## src/include/gab_regs.svh

```systemverilog
// register offsets, field positions and reset values of the aperture base
`ifndef GAB_REGS_SVH
`define GAB_REGS_SVH

`define GAB_BASE_OFS   8'h10
`define GAB_BASE_RST   32'h0000_0008
`define GAB_HI_MSB     31
`define GAB_HI_LSB     28
`define GAB_MID_MSB    27
`define GAB_MID_LSB    22
`define GAB_LOW_MSB    21
`define GAB_LOW_LSB    4
`define GAB_PREF_BIT   3
`define GAB_TYPE_MSB   2
`define GAB_TYPE_LSB   1
`define GAB_MSPACE_BIT 0
`define GAB_HI_RST     4'h0
`define GAB_MID_RST    6'h00
`define GAB_ENABLE_BIT 9

`endif

```

## src/include/gab_pkg.sv

```systemverilog
// types and decode helpers of the graphics aperture base block
package gab_pkg;

   // configuration access from the host
   typedef struct packed {
      logic        req;
      logic        we;
      logic [7:0]  addr;
      logic [3:0]  be;
      logic [31:0] wdata;
   } gab_cfg_req_t;

   // processor memory access presented for decode
   typedef struct packed {
      logic        req;
      logic        we;
      logic [31:0] addr;
      logic [3:0]  be;
      logic [31:0] data;
   } gab_cpu_req_t;

   // routing verdict of one processor access
   typedef enum logic [3:0] {
      GAB_RT_IDLE  = 4'h1,
      GAB_RT_PASS  = 4'h2,
      GAB_RT_XLATE = 4'h4,
      GAB_RT_BLOCK = 4'h8
   } gab_route_t;

   typedef struct packed {
      gab_route_t  route;
      logic        we;
      logic [31:0] addr;
      logic [3:0]  be;
   } gab_cpu_rsp_t;

   typedef struct packed {
      logic [3:0]   base_hi;
      logic [5:0]   base_mid;
      logic         ack;
      logic [31:0]  rdata;
      gab_cpu_rsp_t rsp;
   } gab_state_t;

   typedef struct packed {
      logic        valid;
      logic [29:0] addr;
      logic [3:0]  be;
      logic [31:0] data;
      logic        o_valid;
      logic [29:0] o_addr;
      logic [3:0]  o_be;
      logic [31:0] o_data;
   } gab_merge_t;

   // aperture hit: upper nibble exact, middle bits only where unmasked
   function automatic logic gab_hit(input logic [31:0] addr,
                                    input logic [3:0]  hi,
                                    input logic [5:0]  mid,
                                    input logic [5:0]  mask);
      gab_hit = (addr[31:28] == hi) && (((addr[27:22] ^ mid) & ~mask) == 6'h00);
   endfunction : gab_hit

   // read image of the base register
   function automatic logic [31:0] gab_image(input logic [3:0] hi,
                                             input logic [5:0] mid,
                                             input logic [5:0] mask);
      gab_image = {hi, mid & ~mask, 18'h00000, 1'b1, 2'b00, 1'b0};
   endfunction : gab_image

endpackage : gab_pkg

```

## src/hdl/gab_wmerge.sv

```systemverilog
// one-entry write combiner for processor writes into the aperture
`timescale 1ns/1ps
module gab_wmerge
(
   input  wire logic        core_clk_in,
   input  wire logic        rst_n_in,
   input  wire logic        wr_valid_in,
   input  wire logic [29:0] wr_addr_in,
   input  wire logic [3:0]  wr_be_in,
   input  wire logic [31:0] wr_data_in,
   output logic             out_valid_out,
   output logic [29:0]      out_addr_out,
   output logic [3:0]       out_be_out,
   output logic [31:0]      out_data_out
);
   import gab_pkg::*;

   gab_merge_t st;
   gab_merge_t next_st;

   // merge same-dword writes, emit on a new dword or an idle cycle
   always_comb
   begin
      next_st = st;
      next_st.o_valid = 1'b0;
      if (wr_valid_in)
      begin
         if (st.valid && (st.addr == wr_addr_in))
         begin
            // later bytes overwrite earlier ones, so merging is lossless
            for (int i = 0; i < 4; i++)
            begin
               if (wr_be_in[i])
               begin
                  next_st.data[8*i +: 8] = wr_data_in[8*i +: 8];
               end
            end
            next_st.be = st.be | wr_be_in;
         end
         else
         begin
            next_st.o_valid = st.valid;
            next_st.o_addr  = st.addr;
            next_st.o_be    = st.be;
            next_st.o_data  = st.data;
            next_st.valid   = 1'b1;
            next_st.addr    = wr_addr_in;
            next_st.be      = wr_be_in;
            next_st.data    = wr_data_in;
         end
      end
      else if (st.valid)
      begin
         next_st.o_valid = 1'b1;
         next_st.o_addr  = st.addr;
         next_st.o_be    = st.be;
         next_st.o_data  = st.data;
         next_st.valid   = 1'b0;
      end
   end

   // state register
   always_ff @(posedge core_clk_in or negedge rst_n_in)
   begin
      if (!rst_n_in)
      begin
         st <= '0;
      end
      else
      begin
         st <= next_st;
      end
   end

   assign out_valid_out = st.o_valid;
   assign out_addr_out  = st.o_addr;
   assign out_be_out    = st.o_be;
   assign out_data_out  = st.o_data;

endmodule : gab_wmerge

```

## src/hdl/gab_top.sv

```systemverilog
// graphics aperture base register with aperture decode and write combining
// Operation
// - 32-bit register at 0x10, resets 0x00000008
// - bits 31:28 writable, matching accesses translated
// - bits 27:22 writable unless size-masked, then zero
// - bits 21:4 read zero, 4 MB minimum
// - bit 3 reads one, prefetchable
// - bits 2:1 read 00, anywhere 32-bit
// - bit 0 reads zero, memory range
// - aperture reads side-effect free, all bytes when translated; blocked reads keep their own byte enables
// - aperture writes may merge without error
// - chip config bit 9 clear blocks aperture accesses
`timescale 1ns/1ps
`include "gab_regs.svh"
module gab_top
(
   input  wire logic                 core_clk_in,
   input  wire logic                 rst_n_in,
   input  wire gab_pkg::gab_cfg_req_t cfg_in,
   output logic                      cfg_ack_out,
   output logic [31:0]               cfg_rdata_out,
   input  wire logic [5:0]           aperture_size_mask_in,
   input  wire logic [31:0]          hub_chip_configuration_in,
   input  wire gab_pkg::gab_cpu_req_t cpu_in,
   output gab_pkg::gab_cpu_rsp_t     cpu_rsp_out,
   output logic                      mwr_valid_out,
   output logic [31:0]               mwr_addr_out,
   output logic [3:0]                mwr_be_out,
   output logic [31:0]               mwr_data_out
);
   import gab_pkg::*;

   gab_state_t  st;
   gab_state_t  next_st;
   logic        cfg_hit;
   logic        ap_hit;
   logic        ap_en;
   logic        ap_wr;
   logic [29:0] mwr_dw;

   // decode of the config offset and of the processor address
   assign cfg_hit = cfg_in.req && (cfg_in.addr == `GAB_BASE_OFS);
   assign ap_hit = cpu_in.req &&
                   gab_hit(cpu_in.addr, st.base_hi, st.base_mid, aperture_size_mask_in);
   assign ap_en  = hub_chip_configuration_in[`GAB_ENABLE_BIT];
   // only enabled aperture writes enter the combiner
   assign ap_wr  = ap_hit && ap_en && cpu_in.we;

   // next-state logic for the register and the access verdict
   always_comb
   begin
      next_st = st;
      // every config access answered next cycle
      next_st.ack   = cfg_in.req;
      next_st.rdata = 32'h0000_0000;
      if (cfg_hit && cfg_in.we)
      begin
         // upper base nibble in byte lane 3
         if (cfg_in.be[3])
         begin
            next_st.base_hi = cfg_in.wdata[`GAB_HI_MSB:`GAB_HI_LSB];
         end
         // masked middle bits drop the written value
         if (cfg_in.be[3])
         begin
            next_st.base_mid[5:2] = cfg_in.wdata[27:24] & ~aperture_size_mask_in[5:2];
         end
         if (cfg_in.be[2])
         begin
            next_st.base_mid[1:0] = cfg_in.wdata[23:22] & ~aperture_size_mask_in[1:0];
         end
      end
      else if (cfg_hit)
      begin
         // fixed bits come from the image
         next_st.rdata = gab_image(st.base_hi, st.base_mid, aperture_size_mask_in);
      end

      // verdict for the processor access
      next_st.rsp.route = GAB_RT_IDLE;
      next_st.rsp.we    = cpu_in.we;
      next_st.rsp.addr  = cpu_in.addr;
      next_st.rsp.be    = cpu_in.be;
      if (cpu_in.req)
      begin
         if (ap_hit && !ap_en)
         begin
            // refuse until software has set up
            next_st.rsp.route = GAB_RT_BLOCK;
         end
         else if (ap_hit)
         begin
            next_st.rsp.route = GAB_RT_XLATE;
            if (!cpu_in.we)
            begin
               next_st.rsp.be = 4'hf;
            end
         end
         else
         begin
            next_st.rsp.route = GAB_RT_PASS;
         end
      end
   end

   // state register; mask changes later still hide bits on read
   always_ff @(posedge core_clk_in or negedge rst_n_in)
   begin
      if (!rst_n_in)
      begin
         st          <= '0;
         st.base_hi  <= `GAB_HI_RST;
         st.base_mid <= `GAB_MID_RST;
         st.rsp.route <= GAB_RT_IDLE;
      end
      else
      begin
         st <= next_st;
      end
   end

   gab_wmerge u_wmerge
   (
      .core_clk_in   (core_clk_in),
      .rst_n_in      (rst_n_in),
      .wr_valid_in   (ap_wr),
      .wr_addr_in    (cpu_in.addr[31:2]),
      .wr_be_in      (cpu_in.be),
      .wr_data_in    (cpu_in.data),
      .out_valid_out (mwr_valid_out),
      .out_addr_out  (mwr_dw),
      .out_be_out    (mwr_be_out),
      .out_data_out  (mwr_data_out)
   );

   assign mwr_addr_out  = {mwr_dw, 2'b00};
   assign cfg_ack_out   = st.ack;
   assign cfg_rdata_out = st.rdata;
   assign cpu_rsp_out   = st.rsp;
endmodule : gab_top

```

## config.mk

```make
export PLATFORM = sky130hd
export DESIGN_NAME = gab_top
export DESIGN_NICKNAME = d
export VERILOG_FILES = /design/src/include/gab_pkg.sv /design/src/hdl/gab_wmerge.sv /design/src/hdl/gab_top.sv
export VERILOG_INCLUDE_DIRS = /design/src /design/src/include
export SDC_FILE = /design/constraint.sdc
export NUM_CORES = 1
export LEC_CHECK = 0
export BUFFER_PORTS_ARGS = -buffer_cell sky130_fd_sc_hd__buf_2
export CORE_ASPECT_RATIO = 2
export CORE_MARGIN = 3
export CORE_UTILIZATION = 38
export DETAILED_ROUTE_END_ITERATION = 10
export GPL_ROUTABILITY_DRIVEN = 0
export GPL_TIMING_DRIVEN = 0
export SLEW_MARGIN = 20
export SYNTH_ARGS = -nofsm -noshare
export SYNTH_HDL_FRONTEND = slang
export SYNTH_SLANG_ARGS = --single-unit
```

## constraint.sdc

```tcl
create_clock -name core_clk_in -period 6.8 [get_ports core_clk_in]
set_input_delay 1.36 -clock core_clk_in [delete_from_list [all_inputs] [get_ports core_clk_in]]
set_output_delay 1.36 -clock core_clk_in [all_outputs]
set_load 0.005 [all_outputs]
```

* Word level (Yosys, flattened, before mapping)
Index checks and enable logic that the tools add are counted.
** Cells by class
- Eq/ne operators :: 8
- Muxes and demuxes :: 19
- Bitwise logic cells :: 10
- Reductions and logical operators :: 19
** Operators with widths (number)
- $mux 67 :: 3
- $mux 32 :: 2
- $mux 36 :: 1
- $mux 8 :: 4
- $mux 31 :: 1
- $eq 30x30->1 :: 1
- $mux 4 :: 6
- $reduce_and 2->1 :: 8
- $and 6x6->6 :: 2
- $ne 2x2->1 const B :: 5
- $eq 8x5->1 const B :: 1
- $logic_and 1x1->1 :: 8
- $logic_not 6->1 :: 1
- $not 6->6 :: 1
- $xor 6x6->6 :: 1
- $and 4x4->4 :: 1
- $eq 4x4->1 :: 1
- $not 4->4 :: 1
- $or 4x4->4 :: 1
- $mux 3 :: 1
- $and 2x2->2 :: 1
- $not 2->2 :: 1
- $reduce_bool 2->1 :: 1
- $logic_not 1->1 :: 1
- 2 further kinds :: 2
** Word-level totals
- Flip-flop bits (word level) :: 218
- Output and inout port bits :: 143
- Logic and storage cells :: 76

* Longest topological paths before layout
- Word-level depth :: 9
- Mapped depth :: 10
- Gate-level depth less buffers :: 7

* Hierarchy
From an unflattened synthesis, not the netlist that was laid out.
** Second synthesis, totals
- Cells, all modules :: 598
- Area total of the unflattened synthesis :: 8772.2 µm²
** By module, submodules not included
- gab_wmerge :: instances 1, cells an instance 394, area each 6095.8 µm², seq. area each 3353.2 µm²
- gab_top :: instances 1, cells an instance 204, area each 2676.3 µm², seq. area each 1577.8 µm²

* Worst setup path before layout
No wires, ideal clock.
- Kind :: input to register
- Start :: input port cpu_in[38] (netlist bit)
- End :: register u_wmerge.st[130] (netlist bit)
- Library setup time :: 0.125 ns
- Data arrival time :: 3.297 ns
- Required time :: 6.675 ns
- Setup slack :: 3.378 ns
- Cell stages on the path :: 8
- Path buffers :: 2
- Path through :: xnor2_1 > nand2_1 > or4_1 > or4_1 > buf_6 > nand2_4 > buf_6 > mux2_2
** On the way
- Longest elaborated chain between the ends :: 4
** RTL lines
- from (decl) :: RTL line gab_top.sv:24 : input wire gab_pkg::gab_cpu_req_t cpu_in,
- $eq 30x30->1 :: RTL line gab_wmerge.sv:28 : if (st.valid && (st.addr == wr_addr_in))
- $logic_and 1x1->1 :: RTL line gab_wmerge.sv:28
- $not 1->1 (no line)
- $reduce_and 2->1 (no line)
- to (signal assigned) :: RTL line gab_wmerge.sv:71 : st <= next_st;
- to (decl) :: RTL line gab_wmerge.sv:18 : gab_merge_t st;
No other way between the ends.
A chain may end at the register's enable or synchronous reset.

* Final worst setup path
- Start :: input port cpu_in[67] (netlist bit)
- End :: register u_wmerge.st[95] (netlist bit)
** On the way
- Longest elaborated chain between the ends :: 6
** RTL lines
- branches (longest 6 deep; another with $eq 30x30->1)
Several ways; the timed one is not identified.

==> out/results.txt <==
Status -> finished, final reports clean
Final WL -> 24.6 mm
Setup crit end kind -> flop
Initial Util -> 39.0%
Worst endpoint data arrival time -> 3.86 ns
First-pass detailed-route iteration total -> 5
Lkg Pwr -> 6.11 nW
RSZ-0062 raised after global routing -> no
Initial antenna violation count -> 2
Inst Count DP -> 1370
I/O pins -> 299
Share of cells above drive strength 1 -> 42.9%
Fin crit share -> 51.9%
Core area -> 0.0240 mm²
Diodes inserted -> 0
Routed vias/inst -> 4.96
Routed len/inst -> 17.6 µm
IO Port Bufs -> 220
Synth-to-Final Area Change -> 23.7%
Post-synthesis sequential area ratio -> 52.6%
Worst skew pair latency -> 0.45 ns
DIE HEIGHT -> 228 µm
Peak supply drop -> 155 µV
Slew headroom -> 59.0%
Total grt overflow -> 0
Max Transition Viols Final -> 0
Final Net Count -> 1258
CTS clock-pin slew for the worst setup and hold paths -> 0.07 ns
Syn avg cell area -> 11.2 µm²
Peak Freq -> 283 MHz
CTS H-tree depth -> 4
Post-CTS Setup Bufs -> 0
Yosys Warn Count -> 0
Initial DRC count -> 442
Post-CTS sizing -> 0
CTS tree -> yes
Max-Cap Viols -> 0
DP Area -> 0.0110 mm²
CP Max Fanout -> 8
Die ar. -> 0.0267 mm²
Final setup violation count -> 0
Largest net degree at the start of global routing -> 88
CTS sink count -> 197
GR Util All Layers -> 18.8%
Via count -> 6959
Mapped Cells -> 839
Fin crit period -> 3.53 ns
Chip Width -> 117 µm
Distinct cells, synth -> 39
Mapped cell area -> 0.00937 mm²
Vias in the first global route -> 6886
# fillers -> 2286
Flops & latches, synth -> 197
WP data required -> 7.13 ns
Tightest Hold Check Type -> reg2reg
Hpwl dp -> 18.4 mm
DRC -> 0
Fin area -> 0.0116 mm²
TritonCTS buffer count -> 17
Final Non-Filler Cells -> 1402
CTS root buffer -> clkbuf_16
Clock Skews -> 0.00947 ns
Setup CP Type -> in2reg
Fin util -> 48.2%
First-pass GRT wire length -> 38.1 mm
Antenna viol nets, final -> 0
Cell row count -> 80
Power Density -> 211 mW/mm²
Fin. Hold Viols -> 0
Setup TNS -> 0 ns
Kind of start point of the critical path -> primary input
Tightest Pin Transition -> 0.615 ns
Clock Tree Buf Depth -> 2
CTS hold repair buffers -> 0
==> through the flow <==
stage | setup slack [ns] | hold WS, ns | power [mW]
6_report | 3.27 | 0.529 | 2.45
5_1_grt | 3.12 | 0.554 | 2.55
4_1_cts | 3.24 | 0.531 | 2.48
3_5_place_dp | 2.76 | 0.511 | 1.44
3_3_place_gp | 0.910 | 0.502 | 1.43
2_1_floorplan | 3.38 | 0.488 | 1.33
==> kinds of logic (layout without fill, tap and decap cells) <==
kind of cell,Yosys count,in the layout,synth area share (%)
buf+inv,200,454,14.6
compound gates,156,156,12.7
simple gates,183,183,8.80
flops,197,197,52.6
other cells,1,23,0.0400
mux,66,66,7.88
xor+xnor,36,36,3.37
==> flip-flops by register name, indices dropped and copies added, names as in the netlist <==
signal and cells:
cfg_ack_out 1, u_wmerge.out_data_out 32, cpu_rsp_out 41, u_wmerge.out_addr_out 30
u_wmerge.st 67, u_wmerge.out_be_out 4, cfg_rdata_out 11, st 10
u_wmerge.out_valid_out 1
==> power by group <==
group,total (mW),switching [mW],internal (mW),leakage (nW)
clock,1.04,0.443,0.595,0.306
combinational,0.182,0.0867,0.0958,3.21
sequential,1.23,0.0241,1.21,2.60
==> worst max-delay path, cell delays in order <==
cell,delay [ns]
buf_2,0.15
xnor2_1,0.28
nand4_1,0.14
or4_1,0.46
or4_1,0.55
buf_6,0.18
o21ai_4,0.35
mux2_2,0.38
==> metal layers <==
metal,GRT usage (%),wire length [µm],vias to the layer above
li1,-,-,3280
met1,21.6,9240,3428
met2,33.6,13500,211
met3,3.53,1140,36
met4,7.32,708,4
met5,0,18,-
==> final timing paths <==
path                                                   start                                to  slack (ns)  cells after the start
worst max-delay path                              cpu_in[67]       u_wmerge.st[95]$_DFFE_PN0P_        3.27                      8
worst min-delay path            u_wmerge.st[100]$_DFFE_PN0P_      u_wmerge.st[100]$_DFFE_PN0P_        0.53                      1
worst max register to register  u_wmerge.st[132]$_DFFE_PN0P_       u_wmerge.st[95]$_DFFE_PN0P_        3.89                      7
worst min register to register  u_wmerge.st[100]$_DFFE_PN0P_      u_wmerge.st[100]$_DFFE_PN0P_        0.53                      1
max in group asynchronous                           rst_n_in         cpu_rsp_out[32]$_DFF_PN0_        5.27                      2
min in group asynchronous                           rst_n_in  u_wmerge.out_valid_out$_DFF_PN0_        0.79                      1
==> cells in the mapped netlist (all sizes together) <==
cell / n / area, µm²
nand3: 1 / 5.00
o22ai: 6 / 37.5
buf: 161 / 1220
or4: 3 / 22.5
a22o: 4 / 35.0
nor2b: 1 / 6.26
clkbuf: 22 / 82.6
nand2b: 6 / 37.5
o211ai: 1 / 7.51
conb: 1 / 3.75
and2: 7 / 43.8
dfstp: 1 / 26.3
nor2: 2 / 15.0
nand4: 2 / 12.5
o21ai: 10 / 95.1
or3: 1 / 6.26
mux2: 62 / 698
inv: 17 / 63.8
xor2: 16 / 140
mux2i: 4 / 40.0
nor4b: 1 / 8.76
nand2: 137 / 522
o2111ai: 2 / 17.5
xnor2: 20 / 175
nor3: 6 / 30.0
nor4: 7 / 50.1
dfrtp: 196 / 4900
a21oi: 66 / 330
a21boi: 1 / 7.51
a221o: 66 / 661
nand3b: 7 / 52.6
and3: 2 / 12.5
==> final cells by class <==
class                      instances  area [µm²]  share of cell area (%)
clock inverter                     5        57.6                   0.497
clock buffer                      27         553                    4.77
inverter                          17        63.8                   0.551
tap                              287         359                    3.10
timing repair buffer             222        1170                    10.1
multi-input combinational        464        3160                    27.2
sequential                       197        4930                    42.6
buffer                           183        1300                    11.2
==> placed cells by master (no fill, tap or decap), types with 17 or more instances in the layout <==
master	instances
a21oi_1	66
buf_4	142
xnor2_1	20
buf_2	229
a221o_1	66
mux2_2	56
conb_1	23
inv_1	17
clkbuf_1	23
clkbuf_16	17
dfrtp_1	196
nand2_1	136
Note: power is estimated with default switching activity, not from simulation.
